File: config.mk
export PLATFORM = sky130hd
export DESIGN_NAME = fcm_host
export DESIGN_NICKNAME = d
export VERILOG_FILES = /design/src/rtl/fcm_pkg.sv /design/src/rtl/fcm_bus_cycle.sv /design/src/rtl/fcm_host.sv
export SDC_FILE = /design/constraint.sdc
export NUM_CORES = 1
export LEC_CHECK = 0
export ABC_AREA = 1
export BUFFER_PORTS_ARGS = -buffer_cell sky130_fd_sc_hd__buf_2
export CAP_MARGIN = 20
export CORE_AREA = 8 8 155 157
export CTS_BUF_LIST = sky130_fd_sc_hd__clkbuf_4
export DETAILED_ROUTE_END_ITERATION = 16
export DIE_AREA = 0 0 163 165
export PLACE_DENSITY = 0.67
export SYNTH_ARGS = -nofsm -noshare
export SYNTH_HDL_FRONTEND = slang
export SYNTH_SLANG_ARGS = --single-unit
File: constraint.sdc
create_clock -name clk -period 1.75 [get_ports clk]
set_input_delay 0.175 -clock clk [delete_from_list [all_inputs] [get_ports clk]]
set_output_delay 0.175 -clock clk [all_outputs]
set_load 0.05 [all_outputs]
File: src/rtl/fcm_pkg.sv
// package for the flash command host controller: bus layout, query map, command codes
// assumes a parallel flash with active-low chip select, write strobe and output enable
package fcm_pkg;
    localparam int FCM_AW = 24;
    localparam int FCM_DW = 16;
    // ****************************************
    // software port registers
    // ****************************************
    localparam logic [3:0] FCM_REG_ADDR = 4'h0;
    localparam logic [3:0] FCM_REG_DATA = 4'h1;
    localparam logic [3:0] FCM_REG_CMD = 4'h2;
    localparam logic [3:0] FCM_REG_STAT = 4'h3;
    localparam logic [3:0] FCM_REG_RDATA = 4'h4;
    localparam logic [3:0] FCM_REG_MODE = 4'h5;
    localparam int FCM_STAT_BUSY = 0;
    localparam int FCM_STAT_TMO = 1;
    localparam int FCM_STAT_ABT = 2;
    localparam int FCM_STAT_ERR = 3;
    // ****************************************
    // command opcodes of the command register
    // ****************************************
    localparam logic [3:0] FCM_OP_READ = 4'h0;
    localparam logic [3:0] FCM_OP_WRITE = 4'h1;
    localparam logic [3:0] FCM_OP_RESET = 4'h2;
    localparam logic [3:0] FCM_OP_IDENT = 4'h3;
    localparam logic [3:0] FCM_OP_QUERY = 4'h4;
    localparam logic [3:0] FCM_OP_ABORT_RST = 4'h5;
    localparam logic [3:0] FCM_OP_SUSPEND = 4'h6;
    // ****************************************
    // flash command values
    // ****************************************
    localparam logic [FCM_DW-1:0] FCM_RESET_DATA = 16'h00f0;
    localparam logic [FCM_DW-1:0] FCM_QUERY_DATA = 16'h0098;
    localparam logic [FCM_AW-1:0] FCM_QUERY_ADDR = 24'h000055;
    localparam logic [FCM_DW-1:0] FCM_DEF_UNLOCK1_D = 16'h00aa;
    localparam logic [FCM_DW-1:0] FCM_DEF_UNLOCK2_D = 16'h0055;
    localparam logic [FCM_AW-1:0] FCM_DEF_UNLOCK1_A = 24'h000555;
    localparam logic [FCM_AW-1:0] FCM_DEF_UNLOCK2_A = 24'h0002aa;
    localparam logic [FCM_DW-1:0] FCM_DEF_IDENT_D = 16'h0090;
    localparam logic [FCM_DW-1:0] FCM_DEF_SUSPEND_D = 16'h00b0;
    // ****************************************
    // extended query map the host expects
    // ****************************************
    localparam logic [FCM_AW-1:0] FCM_Q_PRI0 = 24'h000040;
    localparam logic [FCM_AW-1:0] FCM_Q_LAST = 24'h000050;
    localparam logic [FCM_DW-1:0] FCM_Q_P = 16'h5050;
    localparam logic [FCM_DW-1:0] FCM_Q_R = 16'h5252;
    localparam logic [FCM_DW-1:0] FCM_Q_I = 16'h4949;
    localparam logic [FCM_DW-1:0] FCM_Q_MAJ = 16'h3131;
    localparam logic [FCM_DW-1:0] FCM_Q_MIN = 16'h3333;
    localparam logic [FCM_DW-1:0] FCM_Q_UNLK = 16'h0808;
    localparam logic [FCM_DW-1:0] FCM_Q_SUSP = 16'h0202;
    localparam logic [FCM_DW-1:0] FCM_Q_ONE = 16'h0101;
    localparam logic [FCM_DW-1:0] FCM_Q_SCHEME = 16'h0404;
    localparam logic [FCM_DW-1:0] FCM_Q_ZERO = 16'h0000;
    localparam logic [FCM_DW-1:0] FCM_Q_ACCMIN = 16'hb5b5;
    localparam logic [FCM_DW-1:0] FCM_Q_ACCMAX = 16'hc5c5;
    localparam logic [FCM_DW-1:0] FCM_Q_BOOTB = 16'h0404;
    localparam logic [FCM_DW-1:0] FCM_Q_BOOTT = 16'h0505;
    localparam logic [7:0] FCM_PROT_LOW = 8'h02;
    localparam int FCM_TMO_BIT_LO = 5;
    localparam int FCM_TMO_BIT_HI = 13;
    localparam int FCM_ABT_BIT_LO = 1;
    localparam int FCM_ABT_BIT_HI = 9;
    // ****************************************
    // pin timing
    // ****************************************
    localparam int FCM_CLK_NS = 4;
    localparam int FCM_PHASE_NS = 40;
    localparam int FCM_PHASE_CYC = (FCM_PHASE_NS + FCM_CLK_NS - 1) / FCM_CLK_NS;
    typedef enum logic [1:0] {
        FCM_M_READ = 2'b00,
        FCM_M_SUSP = 2'b01,
        FCM_M_IDENT = 2'b10,
        FCM_M_QUERY = 2'b11
    } fcm_mode_t;
    typedef struct packed {
        logic ceN;
        logic weN;
        logic oeN;
        logic [FCM_AW-1:0] addr;
        logic [FCM_DW-1:0] dout;
        logic doe;
    } fcm_pins_t;
    typedef struct packed {
        logic [FCM_AW-1:0] addr;
        logic [FCM_DW-1:0] data;
        logic rd;
    } fcm_cycle_t;
endpackage : fcm_pkg

File: src/rtl/fcm_bus_cycle.sv
// one flash bus cycle engine: a read or a write on the parallel pins
// assumes a divider pulse paces each phase; data in is already synchronised
`timescale 1ns/1ps
module fcm_bus_cycle
    import fcm_pkg::*;
#(
    parameter int PHASE = FCM_PHASE_CYC
) (
    input wire logic clk,
    input wire logic nrst,
    input wire logic start,
    input wire fcm_cycle_t cyc,
    input wire logic [FCM_DW-1:0] din,
    output fcm_pins_t pins,
    output logic done,
    output logic [FCM_DW-1:0] rdata
);
    // ****************************************
    // phase divider and sequencer
    // ****************************************
    typedef enum logic [1:0] {
        FCM_C_IDLE = 2'b00,
        FCM_C_SETUP = 2'b01,
        FCM_C_STROBE = 2'b10,
        FCM_C_HOLD = 2'b11
    } fcm_cst_t;
    fcm_cst_t st_r;
    logic [7:0] div_r;
    logic tick;
    fcm_cycle_t cyc_r;
    assign tick = (div_r == 8'(PHASE - 1));
    always_ff @(posedge clk or negedge nrst) begin
        if (!nrst) begin
            st_r <= FCM_C_IDLE;
            div_r <= 8'h00;
            cyc_r <= '0;
            pins <= '{ceN: 1'b1, weN: 1'b1, oeN: 1'b1, default: '0};
            done <= 1'b0;
            rdata <= '0;
        end else begin
            done <= 1'b0;
            div_r <= (st_r == FCM_C_IDLE || tick) ? 8'h00 : div_r + 8'h01;
            case (st_r)
                FCM_C_IDLE: if (start) begin
                    // address settles while both strobes are high
                    cyc_r <= cyc;
                    pins.addr <= cyc.addr;
                    pins.dout <= cyc.data;
                    pins.doe <= !cyc.rd;
                    pins.ceN <= 1'b0;
                    st_r <= FCM_C_SETUP;
                end
                FCM_C_SETUP: if (tick) begin
                    // chip select fell first, so the write strobe fall latches the address
                    pins.weN <= cyc_r.rd;
                    pins.oeN <= !cyc_r.rd;
                    st_r <= FCM_C_STROBE;
                end
                FCM_C_STROBE: if (tick) begin
                    // write strobe rises before chip select: it latches the data
                    pins.weN <= 1'b1;
                    pins.oeN <= 1'b1;
                    if (cyc_r.rd) begin
                        rdata <= din;
                    end
                    st_r <= FCM_C_HOLD;
                end
                FCM_C_HOLD: if (tick) begin
                    pins.ceN <= 1'b1;
                    pins.doe <= 1'b0;
                    done <= 1'b1;
                    st_r <= FCM_C_IDLE;
                end
                default: st_r <= FCM_C_IDLE;
            endcase
        end
    end
endmodule : fcm_bus_cycle

File: src/rtl/fcm_host.sv
// host controller issuing command sequences to a parallel flash
// assumes software on the plain register port; flash pins asynchronous to clk
`timescale 1ns/1ps
module fcm_host
    import fcm_pkg::*;
#(
    parameter logic [FCM_AW-1:0] UNLOCK1_A = FCM_DEF_UNLOCK1_A,
    parameter logic [FCM_AW-1:0] UNLOCK2_A = FCM_DEF_UNLOCK2_A,
    parameter logic [FCM_DW-1:0] UNLOCK1_D = FCM_DEF_UNLOCK1_D,
    parameter logic [FCM_DW-1:0] UNLOCK2_D = FCM_DEF_UNLOCK2_D,
    parameter logic [FCM_DW-1:0] IDENT_D = FCM_DEF_IDENT_D,
    parameter logic [FCM_DW-1:0] SUSPEND_D = FCM_DEF_SUSPEND_D
) (
    input wire logic clk,
    input wire logic nrst,
    input wire logic [3:0] regAddr,
    input wire logic [31:0] regWdata,
    input wire logic regWr,
    input wire logic regRd,
    output logic [31:0] regRdata,
    output logic flashCeN,
    output logic flashWeN,
    output logic flashOeN,
    output logic [FCM_AW-1:0] flashAddr,
    output logic [FCM_DW-1:0] flashDqOut,
    output logic flashDqOe,
    input wire logic [FCM_DW-1:0] flashDqIn
);
    // ****************************************
    // input synchroniser and registers
    // ****************************************
    logic [FCM_DW-1:0] dqMeta_r, dqSync_r;
    logic [FCM_AW-1:0] addr_r;
    logic [FCM_DW-1:0] data_r, rdata_r;
    fcm_mode_t mode_r, baseMode_r;
    logic busy_r, tmo_r, abt_r, err_r, inOp_r;
    logic [2:0] step_r, steps_r;
    logic [3:0] op_r;
    always_ff @(posedge clk or negedge nrst) begin
        if (!nrst) begin
            dqMeta_r <= '0;
            dqSync_r <= '0;
        end else begin
            dqMeta_r <= flashDqIn;
            dqSync_r <= dqMeta_r;
        end
    end
    // ****************************************
    // sequence table
    // ****************************************
    function automatic fcm_cycle_t seq_cycle(input logic [3:0] op, input logic [2:0] step,
                                             input logic [FCM_AW-1:0] a,
                                             input logic [FCM_DW-1:0] d);
        fcm_cycle_t c;
        c = '{addr: a, data: d, rd: 1'b0};
        case (op)
            FCM_OP_READ: c.rd = 1'b1;
            FCM_OP_WRITE: c = c;
            FCM_OP_RESET: c.data = FCM_RESET_DATA;
            FCM_OP_QUERY: c = '{addr: FCM_QUERY_ADDR, data: FCM_QUERY_DATA, rd: 1'b0};
            FCM_OP_SUSPEND: c.data = SUSPEND_D;
            default: begin
                // unlock pair, then ident or abort-reset command
                case (step)
                    3'h0: c = '{addr: UNLOCK1_A, data: UNLOCK1_D, rd: 1'b0};
                    3'h1: c = '{addr: UNLOCK2_A, data: UNLOCK2_D, rd: 1'b0};
                    default: c = '{addr: UNLOCK1_A, data: (op == FCM_OP_IDENT) ? IDENT_D
                                   : FCM_RESET_DATA, rd: 1'b0};
                endcase
            end
        endcase
        return c;
    endfunction : seq_cycle
    // ****************************************
    // command acceptance
    // ****************************************
    logic cmdWr, cycDone, start_r, illegal;
    logic [3:0] newOp;
    logic [FCM_DW-1:0] cycRdata;
    fcm_pins_t pins;
    fcm_cycle_t curCyc;
    assign cmdWr = regWr && (regAddr == FCM_REG_CMD);
    assign newOp = regWdata[3:0];
    // identify only from a read mode; commands other than read blocked while an embedded op runs
    assign illegal = (newOp == FCM_OP_IDENT && mode_r != FCM_M_READ && mode_r != FCM_M_SUSP)
                     || (inOp_r && newOp != FCM_OP_READ)
                     || (abt_r && newOp != FCM_OP_ABORT_RST && newOp != FCM_OP_READ)
                     || (newOp > FCM_OP_SUSPEND);
    assign curCyc = seq_cycle(op_r, step_r, addr_r, data_r);
    // either byte lane may carry a status flag, so both lanes are watched
    logic pollTmo, pollAbt;
    assign pollTmo = cycRdata[FCM_TMO_BIT_LO] || cycRdata[FCM_TMO_BIT_HI];
    assign pollAbt = cycRdata[FCM_ABT_BIT_LO] || cycRdata[FCM_ABT_BIT_HI];
    always_ff @(posedge clk or negedge nrst) begin
        if (!nrst) begin
            addr_r <= '0;
            data_r <= '0;
            rdata_r <= '0;
            mode_r <= FCM_M_READ;
            baseMode_r <= FCM_M_READ;
            busy_r <= 1'b0;
            tmo_r <= 1'b0;
            abt_r <= 1'b0;
            err_r <= 1'b0;
            inOp_r <= 1'b0;
            step_r <= 3'h0;
            steps_r <= 3'h0;
            op_r <= 4'h0;
            start_r <= 1'b0;
        end else begin
            start_r <= 1'b0;
            if (regWr && regAddr == FCM_REG_ADDR) addr_r <= regWdata[FCM_AW-1:0];
            if (regWr && regAddr == FCM_REG_DATA) data_r <= regWdata[FCM_DW-1:0];
            if (regWr && regAddr == FCM_REG_MODE) inOp_r <= regWdata[0];
            if (regWr && regAddr == FCM_REG_STAT) err_r <= err_r & ~regWdata[FCM_STAT_ERR];
            if (cmdWr && !busy_r) begin
                if (illegal) begin
                    err_r <= 1'b1;
                end else begin
                    op_r <= newOp;
                    step_r <= 3'h0;
                    steps_r <= (newOp == FCM_OP_IDENT || newOp == FCM_OP_ABORT_RST) ? 3'h3
                               : 3'h1;
                    busy_r <= 1'b1;
                    start_r <= 1'b1;
                end
            end else if (busy_r && cycDone) begin
                if (step_r + 3'h1 < steps_r) begin
                    step_r <= step_r + 3'h1;
                    start_r <= 1'b1;
                end else begin
                    busy_r <= 1'b0;
                    case (op_r)
                        FCM_OP_READ: begin
                            rdata_r <= cycRdata;
                            // status flags from polling reads during an embedded op
                            if (inOp_r && pollTmo) tmo_r <= 1'b1;
                            if (inOp_r && pollAbt) abt_r <= 1'b1;
                        end
                        FCM_OP_RESET, FCM_OP_ABORT_RST: begin
                            // query falls back to its origin, else to read or suspend-read
                            mode_r <= (mode_r == FCM_M_QUERY) ? baseMode_r
                                      : (mode_r == FCM_M_IDENT) ? baseMode_r
                                      : (mode_r == FCM_M_SUSP) ? FCM_M_SUSP
                                      : FCM_M_READ;
                            if (mode_r == FCM_M_QUERY && baseMode_r == FCM_M_IDENT) begin
                                baseMode_r <= FCM_M_READ;
                            end
                            tmo_r <= 1'b0;
                            abt_r <= 1'b0;
                            inOp_r <= 1'b0;
                        end
                        FCM_OP_IDENT: begin
                            baseMode_r <= mode_r;
                            mode_r <= FCM_M_IDENT;
                        end
                        FCM_OP_QUERY: begin
                            baseMode_r <= (mode_r == FCM_M_IDENT) ? FCM_M_IDENT : mode_r;
                            mode_r <= FCM_M_QUERY;
                        end
                        FCM_OP_SUSPEND: mode_r <= FCM_M_SUSP;
                        default: mode_r <= mode_r;
                    endcase
                end
            end
        end
    end
    // ****************************************
    // pin engine
    // ****************************************
    fcm_bus_cycle u_cycle (
        .clk(clk),
        .nrst(nrst),
        .start(start_r),
        .cyc(curCyc),
        .din(dqSync_r),
        .pins(pins),
        .done(cycDone),
        .rdata(cycRdata)
    );
    assign flashCeN = pins.ceN;
    assign flashWeN = pins.weN;
    assign flashOeN = pins.oeN;
    assign flashAddr = pins.addr;
    assign flashDqOut = pins.dout;
    assign flashDqOe = pins.doe;
    // ****************************************
    // read port, one cycle latency
    // ****************************************
    logic [31:0] rdMux;
    assign rdMux = (regAddr == FCM_REG_ADDR) ? 32'(addr_r)
                 : (regAddr == FCM_REG_DATA) ? 32'(data_r)
                 : (regAddr == FCM_REG_STAT) ? {28'h0, err_r, abt_r, tmo_r, busy_r}
                 : (regAddr == FCM_REG_RDATA) ? 32'(rdata_r)
                 : (regAddr == FCM_REG_MODE) ? {28'h0, baseMode_r, mode_r[0] & 1'b0, inOp_r}
                   | {28'h0, 2'b00, 2'b00} | (32'(mode_r) << 4)
                 : 32'h0000_0000;
    always_ff @(posedge clk or negedge nrst) begin
        if (!nrst) regRdata <= 32'h0000_0000;
        else if (regRd) regRdata <= rdMux;
    end
endmodule : fcm_host

---- After elaboration in Yosys (flattened, before gate mapping) ----
Index checks and enable logic that the tools add are counted.
W data, S select, Z words.
storage, ports and cells
  register bits ........................... 212
  bits of input ports ..................... 56
  output and inout port bits .............. 76
  logic and storage cells ................. 184
cells by class
  add/subtract/negate cells ............... 2
  order comparisons ....................... 2
  eq/ne operators ......................... 33
  mux-type cells .......................... 58
  bitwise gates (word level) .............. 6
  reductions and logical operators ........ 55
operator list
  kind                   number
  $pmux W16 S4           1
  $pmux W28 S2           1
  $mux W16               3
  $pmux W24 S2           1
  $mux W1                25
  $eq A4 B3 Y1 const B   6
  $mux W24               1
  $eq A4 B2 Y1 const B   5
  $mux W2                10
  $pmux W2 S4            2
  $logic_and A1 B1 Y1    15
  $reduce_and A3 Y1      5
  $reduce_and A5 Y1      3
  $mux W3                4
  $ne A2 B2 Y1 const B   6
  $reduce_and A4 Y1      3
  $reduce_bool A2 Y1     6
  $eq A2 B2 Y1 const B   5
  $pmux W1 S2            5
  $add A8 B1 Y8 const B  1
  $eq A4 B1 Y1 const B   2
  $eq A8 B4 Y1 const B   1
  $logic_not A4 Y1       2
  $mux W8                1
  other kinds (23)       42

---- Depth between registers and ports, before layout ----
Gate-level depths: netlist (run 1).
  depth after elaboration ................. 8
  gate-level depth with buffers ........... 11
  depth with buffers taken out ............ 10

---- Cells and area by module ----
Synthesis (run 1) repeated with hierarchy kept, for this count alone.
second synthesis, totals
  cells, all modules ...................... 933
  area total of the unflattened synthesis .. 8938.6 sq um
by module, submodules not included
  module         instances  cells an instance  area each (sq um)  sequential area each (sq um)
  fcm_host       1          688                5939.4             3278.1
  fcm_bus_cycle  1          245                2999.1             1805.5

---- Least setup slack after synthesis (run 1) ----
Ideal clock, no wire load.
  kind .................................... register to register
  from .................................... register step_r[0]
  to ...................................... register baseMode_r[0]
  setup time .............................. 118 ps
  arrival ................................. 1728 ps
  data required time ...................... 1632 ps
  setup slack ............................. -96 ps
  cell stages (with the launch flop) ...... 12
  buffers on the path ..................... 2
  period minus slack after synthesis ...... 1846 ps
  path through ............................ dfrtp_1 -> inv_1 -> ha_1 -> ha_1 -> nand2_1 -> nand2_1 -> nor2_1 -> nor2_2 -> buf_4 -> buf_4 -> nand4_1 -> nand2_1
on the way
  word-level cells in the longest chain between the ends .. 4
RTL lines
  what                                RTL line         source
  from (decl)                         fcm_host.sv:37   logic [2:0] step_r, steps_r;
  from (signal assigned)              fcm_host.sv:129  step_r <= step_r + 3'h1;
  $add A3 B1 Y3                       fcm_host.sv:128  if (step_r + 3'h1 < steps_r) begin
  $lt A3 B3 Y1                        fcm_host.sv:128
  $not A1 Y1 (no source line)         -
  $reduce_and A5 Y1 (no source line)  -
  to (signal assigned)                fcm_host.sv:154  baseMode_r <= mode_r;
  to (signal assigned)                fcm_host.sv:158  baseMode_r <= (mode_r == FCM_M_IDENT) ? FCM_M_IDENT : mode_r;
  to (decl)                           fcm_host.sv:35   fcm_mode_t mode_r, baseMode_r;
Every way passes these cells.
A chain may end at the register's enable or synchronous reset.

---- Final worst setup path (run 1) ----
  from .................................... register step_r[1]
  to ...................................... register rdata_r[8]
on the way
  word-level cells in the longest chain between the ends .. 4
RTL lines
  what                                RTL line         source
  $add A3 B1 Y3                       fcm_host.sv:128
  $lt A3 B3 Y1                        fcm_host.sv:128
  $not A1 Y1 (no source line)         -
  $reduce_and A4 Y1 (no source line)  -
  to (signal assigned)                fcm_host.sv:135  rdata_r <= cycRdata;
  to (decl)                           fcm_host.sv:34   logic [FCM_DW-1:0] data_r, rdata_r;
Every way passes these cells.

==> results.ini, run 1 <==
[outcome]
status = finished with violations
violations = setup timing

[global_route]
grt_pass1_wl_um = 35800
grt_max_degree = 51
grt_pass1_vias = 7336
grt.total_usage_pct = 16.6
antenna_found_initial = 2
grt_remaining_overflow = 0

[floorplanning]
die_h_um = 165
num_rows = 54
core_um2 = 21500
start_util_pct = 40.1
die_w_um = 163
die-area_um2 = 26900
pin_count = 132

[logic_synthesis]
yosysWarnings = 0
avgSynthCellArea_um2 = 8.90
syn_area_um2 = 8620
netlist_instances = 969
synthTopCellsByArea = dfrtp_1, nand2_1, nand3_1
synth_seq_cells = 203
synth_commonest_cells = nand2_1, dfrtp_1, inv_1
yosysTopAreaCell = dfrtp_1
synth-seq-area-share_pct = 59.0
synth_top_area_share_pct = 58.0
synthMostInstantiatedCell = nand2_1
synth.distinct_cells = 36
synth_top_flop_cell = dfrtp_1
async_flop_share_pct = 100
synth-edff-count = 0

[sta]
tightestPinTransition_ns = 0.585
finalSetupViolCount = 9
slew-limit-headroom_pct = 60.9
rsz0062_at_grt = true
whs_ns = 0.0526
post-route-period-util_pct = 101
fin_worst_skew_ns = 0.0325
fin_ws_ns = -0.0175
max_clock_freq_mhz = 566
drv_slew = 0
hold_viol_final = 0
period_minus_slack_ns = 1.77

[place]
dpl_cell_area_um2 = 9660
port_buffers = 115
dp_worst_setup_slack_ns = -0.0617
routabilityCongestion = 0.836
dp_hpwl_um = 15500

[layout]
drive_above_1_share_pct = 23.5
nNetsFinal = 1255
final_util_pct = 50.9
syn_to_final_growth_pct = 26.7
design_area_um2 = 10900

[clock_network]
clk_pin_slew_ns = 0.07
clkLatencyLatePin_ns = 0.65
clockRootBuffer = clkbuf_4
clockBufferDepth = 3
h-tree-depth = 2
clkSinkCount = 203
cts_made_buffers = 52
cts_tree = done

[power]
switchingPower_mw = 3.76
powerDensity_nw_per_um2 = 1070
total_power_mw = 11.7
combPwrFrac_pct = 20.6
switching_share_pct = 32.2
p_leak_nw = 5.81
internal_power_mw = 7.90
seqPwrFrac_pct = 47.7
pwr-share-clk_pct = 31.7
ir_drop_mv = 0.614

[setup_path]
path_cells = inv_2 -> ha_4 -> ha_4 -> nand2_4 -> nand2_4 -> nor2_4 -> nor2_4 -> nand2_4 -> buf_12 -> nand2_1 -> nand2_1
crit_arrival_ns = 2.28
cp_num_buf_inv = 2
cp_max_fo = 10
cpMostUsedCell = nand2_4
startpoint = step_r[1]
start_kind = flop
path_class = flop to flop
crit_family = simple AND/OR/NAND/NOR gates
worstReg2RegStart = step_r[1]
cp.required_ns = 2.26
cpMaxStageDelayCell = dfrtp_1
cpPeakStageDelay_ns = 0.39
end_kind = flop

[min_path]
min_path_type = primary input to flop
min_from = regAddr[2]

[detailed_routing]
wl_um = 22000
ant_nets = 0
first_pass_iters = 5
via_per_inst = 4.75
via_count = 7108
avgRoutedWirePerCell_um = 14.7
first_iter_violations = 422
drc = 0

[flow_run]
maxCapViolations = 0

-- placed cells by master (no fill, tap or decap), drive strengths merged --
master and n:
a21oi 26, dlymetal6s4s 1, or2 1, clkinvlp 1, o21ai 88, inv 96, dfstp 3, clkbuf 75
o211ai 3, diode 2, o31ai 7, conb 8, nand3 76, mux2 8, nor3 7, nand3b 1
clkinv 7, dfrtp 200, xor2 1, dlygate4sd3 48, xnor2 1, buf 152, o21a 3, a31oi 4
nand4 13, ha 11, nor2 62, nand2 311, nor4 1
-- worst register-to-register path, cell delays in order, from the launching register on --
cell and delay [ns]:
dfrtp_1 0.39, inv_2 0.09, ha_4 0.22, ha_4 0.27, nand2_4 0.05, nand2_4 0.07, nor2_4 0.04, nor2_4 0.15
nand2_4 0.10, buf_12 0.16, nand2_1 0.06, nand2_1 0.05
-- final timing paths --
kind / end / slack, ns / cells after the start
max reg2reg: rdata_r[8] / -0.02 / 11
max: rdata_r[8] / -0.02 / 11
min reg2reg: dqSync_r[14] / 0.34 / 0
min in group asynchronous: dqMeta_r[11] / 0.06 / 2
max in group asynchronous: u_cycle.pins[41] / 1.04 / 3
min: err_r / 0.05 / 7
-- layout make-up --
type	count	area [um2]
fillers	2005	10600
flip-flops and latches	203	5080
multi-input cells	632	3080
repair buffers	202	1450
clock buffers	74	556
inverters	97	372
well taps	280	350
clock inverters	7	27.5
diodes	2	5.00
-- sequential cells by signal, summed over array words and instances (netlist names), 3 cells and up, named ones only --
name and count:
rdata_r 16, addr_r 24, regRdata 24, data_r 16
step_r 3, dqSync_r 16, u_cycle.rdata 16, u_cycle.div_r 8
u_cycle.pins 44, dqMeta_r 16, op_r 4
-- per-stage QoR --
stage	std cells	TNS, ns
6_report	1497	-0.0630
2_1_floorplan	976	0
4_1_cts	1495	-0.625
3_5_place_dp	1360	-1.03
3_3_place_gp	1360	0
5_1_grt	1497	-1.96
-- power groups by stage --
stage | Sequential, mW | Combinational, mW | Clock, mW
global route | 5.63 | 2.67 | 4.10
finish | 5.56 | 2.40 | 3.70
floorplan | 6.02 | 1.11 | 0
detailed placement | 5.64 | 2.24 | 0
global placement | 5.63 | 2.18 | 0
CTS | 5.56 | 2.37 | 3.84
-- per-layer routing --
metal  global-route usage (%)  part of all wire [%]  vias up
met1                     20.4                    44     3325
met5                        0                     0        -
met2                     27.0                    47      202
met4                     7.21                   2.2        0
li1                         -                     -     3546
met3                     4.41                   6.8       35
-- what timing repair did --
item / 4_1_cts / 5_1_grt
gates cloned: 1 / 0
hold buffers: 49 / 0
setup buffers: 4 / 2
pin swaps: 6 / 10
endpoints found under the hold margin: 275 / 0
gates resized for setup: 20 / 18
endpoints found under the setup margin: 23 / 36
-- kinds of logic (layout without fill, tap and decap cells) --
group | Yosys count | in the layout | synth area share (%)
adders and majority gates | 11 | 11 | 1.60
DFF | 203 | 203 | 59.0
xor gates and xnor gates | 2 | 2 | 0.203
and+or+nand+nor | 472 | 472 | 22.8
buffers and inverters | 141 | 380 | 6.99
muxes | 8 | 8 | 1.39
other | 1 | 10 | 0.0435
AOI/OAI and AO/OA | 131 | 131 | 8.04
(Power assumes the default switching activity.)
==> run 2: changes to the inputs <==
--- a/config.mk
+++ b/config.mk
@@ -8,11 +8,10 @@
 export ABC_AREA = 1
 export BUFFER_PORTS_ARGS = -buffer_cell sky130_fd_sc_hd__buf_2
 export CAP_MARGIN = 20
-export CORE_AREA = 8 8 155 157
-export CTS_BUF_LIST = sky130_fd_sc_hd__clkbuf_4
+export CORE_AREA = 8 8 141 143
 export DETAILED_ROUTE_END_ITERATION = 16
-export DIE_AREA = 0 0 163 165
-export PLACE_DENSITY = 0.67
+export DIE_AREA = 0 0 149 151
+export PLACE_DENSITY = 0.78
 export SYNTH_ARGS = -nofsm -noshare
 export SYNTH_HDL_FRONTEND = slang
 export SYNTH_SLANG_ARGS = --single-unit
==> run 2 against run 1 <==
The flow still finishes with violations (setup timing). First-iteration DRC count is 14% higher. Sequential share of layout area is 0.82 points lower. Global-route usage is 3.3 points higher. Critical path depth is 1 higher. Combinational power hardly changed. Largest cell class unchanged. Non-clock buffer count is 14 lower. Cell count is 7.2% lower. Clock skew is 0.018 ns lower. Hold slack worse by 0.044 ns. Count of clock-buffer cells in the layout is 42 lower.
==> results.ini, run 2 (same netlist as run 1, synthesis figures left out) <==
[global_route]
antenna_found_initial = 4
grt_max_degree = 57
grt_pass1_vias = 7272
grt_remaining_overflow = 0
grt.total_usage_pct = 19.8
grt_pass1_wl_um = 36100

[sta]
tightestPinTransition_ns = 0.589
max_clock_freq_mhz = 539
setup-tns-final_ns = -1.84
slew-limit-headroom_pct = 60.6
finalSetupViolCount = 23
period_minus_slack_ns = 1.85
fin_worst_skew_ns = 0.0144
hold_viol_final = 0
rsz0062_at_grt = true
drv_slew = 0
fin_ws_ns = -0.105
post-route-period-util_pct = 106
whs_ns = 0.00816

[detailed_routing]
via_per_inst = 5.20
first_iter_violations = 481
avgRoutedWirePerCell_um = 16.4
ant_nets = 0
via_count = 7226
wl_um = 22800
drc = 0
first_pass_iters = 7

[floorplanning]
start_util_pct = 48.8
die_h_um = 151
pin_count = 132
die-area_um2 = 22500
core_um2 = 17700
die_w_um = 149
num_rows = 49

[power]
powerDensity_nw_per_um2 = 1160
p_leak_nw = 5.81
ir_drop_mv = 1.20

[setup_path]
cp_max_fo = 5
cpMaxStageDelayCell = dfrtp_1
cp.required_ns = 2.13
path_class = flop to flop
cpMostUsedCell = nand2_4
crit_family = adder cells
end_kind = flop
cp_num_buf_inv = 3
cpPeakStageDelay_ns = 0.40
crit_arrival_ns = 2.23
start_kind = flop
path_cells = inv_2 -> ha_4 -> ha_4 -> nand2_4 -> nand2_4 -> nor2_4 -> nor2_4 -> nand2_4 -> buf_6 -> buf_12 -> nand2_4 -> o21ai_2

[layout]
final_cells = 1389
largest_reg_flops = 44
final_cell_mix = nand2_1, dfrtp_1, buf_2, inv_1, nand3_1
nNetsFinal = 1211
drive_above_1_share_pct = 22.8
seqCellArea_um2 = 5080
top_register = u_cycle.pins
fillers = 1399
syn_to_final_growth_pct = 29.0
layout_commonest_cell = nand2_1
final_util_pct = 63.0
multi_input_area_um2 = 3220
top_regs = u_cycle.pins x44, addr_r x24, regRdata x24

[clock_network]
cts_tree = done
clockBufferDepth = 3
clk_pin_slew_ns = 0.06
clkLatencyLatePin_ns = 0.50
clockRootBuffer = clkbuf_16
cts_made_buffers = 22
h-tree-depth = 1
clkSinkCount = 203

[place]
placed_cells = 1306
port_buffers = 115
dp_worst_setup_slack_ns = -0.0664
routabilityCongestion = 0.862
dp_hpwl_um = 14900

[outcome]
status = finished with violations
violations = setup timing

[flow_run]
maxCapViolations = 0

[min_path]
min_path_type = primary input to flop

run 2: metal layers:
metal | routed length (um) | up-vias | global-route usage, %
met3 | 1670 | 58 | 4.42
li1 | - | 3445 | -
met4 | 733 | 6 | 6.87
met2 | 11400 | 251 | 34.3
met5 | 43 | - | 0
met1 | 8990 | 3466 | 24.0
run 2: final timing paths:
check	start	end	slack, ns	cells after the start
worst min-delay path	regWdata[1]	op_r[1]	0.008	3
worst max register to register	step_r[1]	rdata_r[1]	-0.10	12
worst max-delay path	step_r[1]	rdata_r[1]	-0.10	12
max in group asynchronous	nrst	u_cycle.pins[25]	0.85	3
min in group asynchronous	nrst	dqSync_r[11]	0.21	2
worst min register to register	dqMeta_r[6]	dqSync_r[6]	0.35	0
run 2: what timing repair did:
item,CTS,global route
gates resized for setup,41,35
hold endpoints to repair,98,0
hold buffers,37,0
pin swaps,9,5
cloned,3,0
endpoints found under the setup margin,23,25
buffers inserted,4,0
run 2: worst register-to-register path: cells and delay by family (launching register included):
family	cells	cell delay [ns]
compound gates	1	0.05
fa+ha+maj	2	0.48
buf+inv	3	0.38
flops	1	0.40
simple gates	6	0.43
run 2: cell type report:
cell class                 instances  area share [%]
tap                              229            2.58
antenna                            1          0.0225
sequential                       203            45.7
multi-input combinational        632            28.9
inverter                          97            3.31
timing repair buffer             188            12.5
clock inverter                     7            1.17
clock buffer                      32            5.84
run 2: through the flow:
step | area (um2) | power [mW]
CTS | 11000 | 12.9
finish | 11100 | 12.9
global placement | 9590 | 7.77
floorplan | 8660 | 7.13
global route | 11100 | 13.5
detailed placement | 9590 | 7.87
run 2: where the power goes:
group	switching, mW	internal [mW]	total [mW]	leakage (nW)
clock network	1.87	3.03	4.90	0.372
registers	0.385	5.20	5.58	2.57
logic	1.63	0.765	2.40	2.87
==> run 3: changes to the inputs <==
--- a/config.mk
+++ b/config.mk
@@ -11,7 +11,7 @@
 export CORE_AREA = 8 8 141 143
 export DETAILED_ROUTE_END_ITERATION = 16
 export DIE_AREA = 0 0 149 151
-export PLACE_DENSITY = 0.78
+export PLACE_DENSITY = 0.75
 export SYNTH_ARGS = -nofsm -noshare
 export SYNTH_HDL_FRONTEND = slang
 export SYNTH_SLANG_ARGS = --single-unit
==> constraint.sdc (replaced) <==
create_clock -name clk -period 1.95 [get_ports clk]
set_input_delay 0.195 -clock clk [delete_from_list [all_inputs] [get_ports clk]]
set_output_delay 0.195 -clock clk [all_outputs]
set_load 0.05 [all_outputs]
==> run 3 against run 2 <==
The flow now finishes without violations. Die area unchanged. Total power down 14%. Cell count down 0.94%. Largest cell class unchanged. Highest routed layer unchanged.
==> results.ini, run 3 (same netlist as run 1, synthesis figures left out) <==
[layout]
largest_reg_flops = 44
layout_commonest_cell = nand2_1
final_cell_mix = nand2_1, dfrtp_1, buf_2, inv_1, nand3_1
drive_above_1_share_pct = 18.3
final_util_pct = 60.2
syn_to_final_growth_pct = 23.3
top_register = u_cycle.pins
fillers = 1501
top_regs = u_cycle.pins x44, addr_r x24, regRdata x24
nNetsFinal = 1199

[clock_network]
h-tree-depth = 1
cts_made_buffers = 22
cts_tree = done
clk_pin_slew_ns = 0.06
clkLatencyLatePin_ns = 0.49
clockBufferDepth = 3
clockRootBuffer = clkbuf_16
clkSinkCount = 203

[global_route]
grt_max_degree = 77
grt_pass1_wl_um = 34300
antenna_found_initial = 2
grt_pass1_vias = 6915
grt_remaining_overflow = 0
grt.total_usage_pct = 18.8

[sta]
finalSetupViolCount = 0
hold_viol_final = 0
max_clock_freq_mhz = 562
post-route-period-util_pct = 91.2
rsz0062_at_grt = false
slew-limit-headroom_pct = 66.3
fin_worst_skew_ns = 0.0132
period_minus_slack_ns = 1.78
setup-tns-final_ns = 0
drv_slew = 0
tightestPinTransition_ns = 0.503

[power]
seqPwrFrac_pct = 45.3
switching_share_pct = 30.3
combPwrFrac_pct = 18.6
powerDensity_nw_per_um2 = 1040
pwr-share-clk_pct = 36.1
p_leak_nw = 5.65
switchingPower_mw = 3.34
internal_power_mw = 7.68
ir_drop_mv = 0.705

[place]
routabilityCongestion = 0.861
dp_hpwl_um = 14700
port_buffers = 115

[floorplanning]
pin_count = 132
die_w_um = 149
die-area_um2 = 22500
start_util_pct = 48.8
die_h_um = 151
num_rows = 49
core_um2 = 17700

[setup_path]
cpMaxStageDelayCell = dfrtp_1
path_cells = inv_2 -> ha_4 -> ha_1 -> nand2_1 -> nand2_1 -> nor2_4 -> nor2_4 -> buf_4 -> nand2_1 -> inv_1 -> a21oi_1
end_kind = flop
cpMostUsedCell = nand2_1
cpPeakStageDelay_ns = 0.39
cp_max_fo = 7
r2r_slack_ns = 0.17
path_class = flop to flop
start_kind = flop
cp.required_ns = 2.33
crit_arrival_ns = 2.16

[detailed_routing]
first_iter_violations = 457
via_count = 6960
wl_um = 20900
via_per_inst = 5.06
ant_nets = 0
avgRoutedWirePerCell_um = 15.2
first_pass_iters = 5
drc = 0

[flow_run]
maxCapViolations = 0

[outcome]
status = complete, no violations

[min_path]
min_path_type = primary input to flop

==> run 3: cell type report <==
cell class,instances,area [um2],share of cell area [%]
inverters,97,365,3.44
diodes,1,2.50,0.0235
multi-input cells,632,3000,28.2
well taps,229,287,2.70
clock buffers,30,622,5.85
repair buffers,176,1190,11.2
clock inverters,8,78.8,0.741
flip-flops and latches,203,5080,47.8
==> run 3: power groups by stage <==
stage / Combinational [mW] / Sequential (mW) / Clock (mW)
finish: 2.05 / 5.00 / 3.98
global route: 2.28 / 5.06 / 4.24
CTS: 2.04 / 4.99 / 4.06
detailed placement: 1.97 / 5.06 / 0
global placement: 1.92 / 5.05 / 0
floorplan: 0.992 / 5.40 / 0
==> run 3: critical path, delay by kind of cell, from the launching register on <==
family                     cells  cell delay (ns)
AOI/OAI and AO/OA              1             0.04
and+or+nand+nor                5             0.43
adders and majority gates      2             0.47
buffers and inverters          3             0.34
DFF                            1             0.39
==> run 3: path summary, 6_finish.rpt <==
path / start / end / cells after the start
min in group asynchronous: nrst / u_cycle.pins[8] / 2
worst max-delay path: step_r[0] / abt_r / 11
max in group asynchronous: nrst / u_cycle.pins[41] / 3
worst min register to register: dqMeta_r[11] / dqSync_r[11] / 0
worst max register to register: step_r[0] / abt_r / 11
worst min-delay path: regWdata[3] / err_r / 4
==> run 3: routing by layer <==
layer	wire [um]	track usage, %
met1	8930	24.5
met2	9830	30.5
met4	729	7.42
met3	1410	3.62
met5	12	0
==> run 3: what timing repair did <==
action                                 CTS  global route
hold buffers                            36             0
endpoints found under the hold margin  213             0
gates resized for setup                  0             8
setup endpoints to repair                0            27
buffers inserted                         0             1
==> run 3: through the flow <==
step / setup WS, ns / hold WS [ns] / instance area, um2 / total power, mW / instances
6_report: 0.171 / 0.0326 / 10600 / 11.0 / 1376
5_1_grt: 0.00270 / 0.0305 / 10600 / 11.6 / 1375
4_1_cts: 0.0847 / 0.0109 / 10600 / 11.1 / 1374
3_5_place_dp: 0.0893 / 0.103 / 9530 / 7.03 / 1300
3_3_place_gp: 0.183 / 0.105 / 9530 / 6.97 / 1300
2_1_floorplan: 0.104 / -0.101 / 8650 / 6.40 / 976
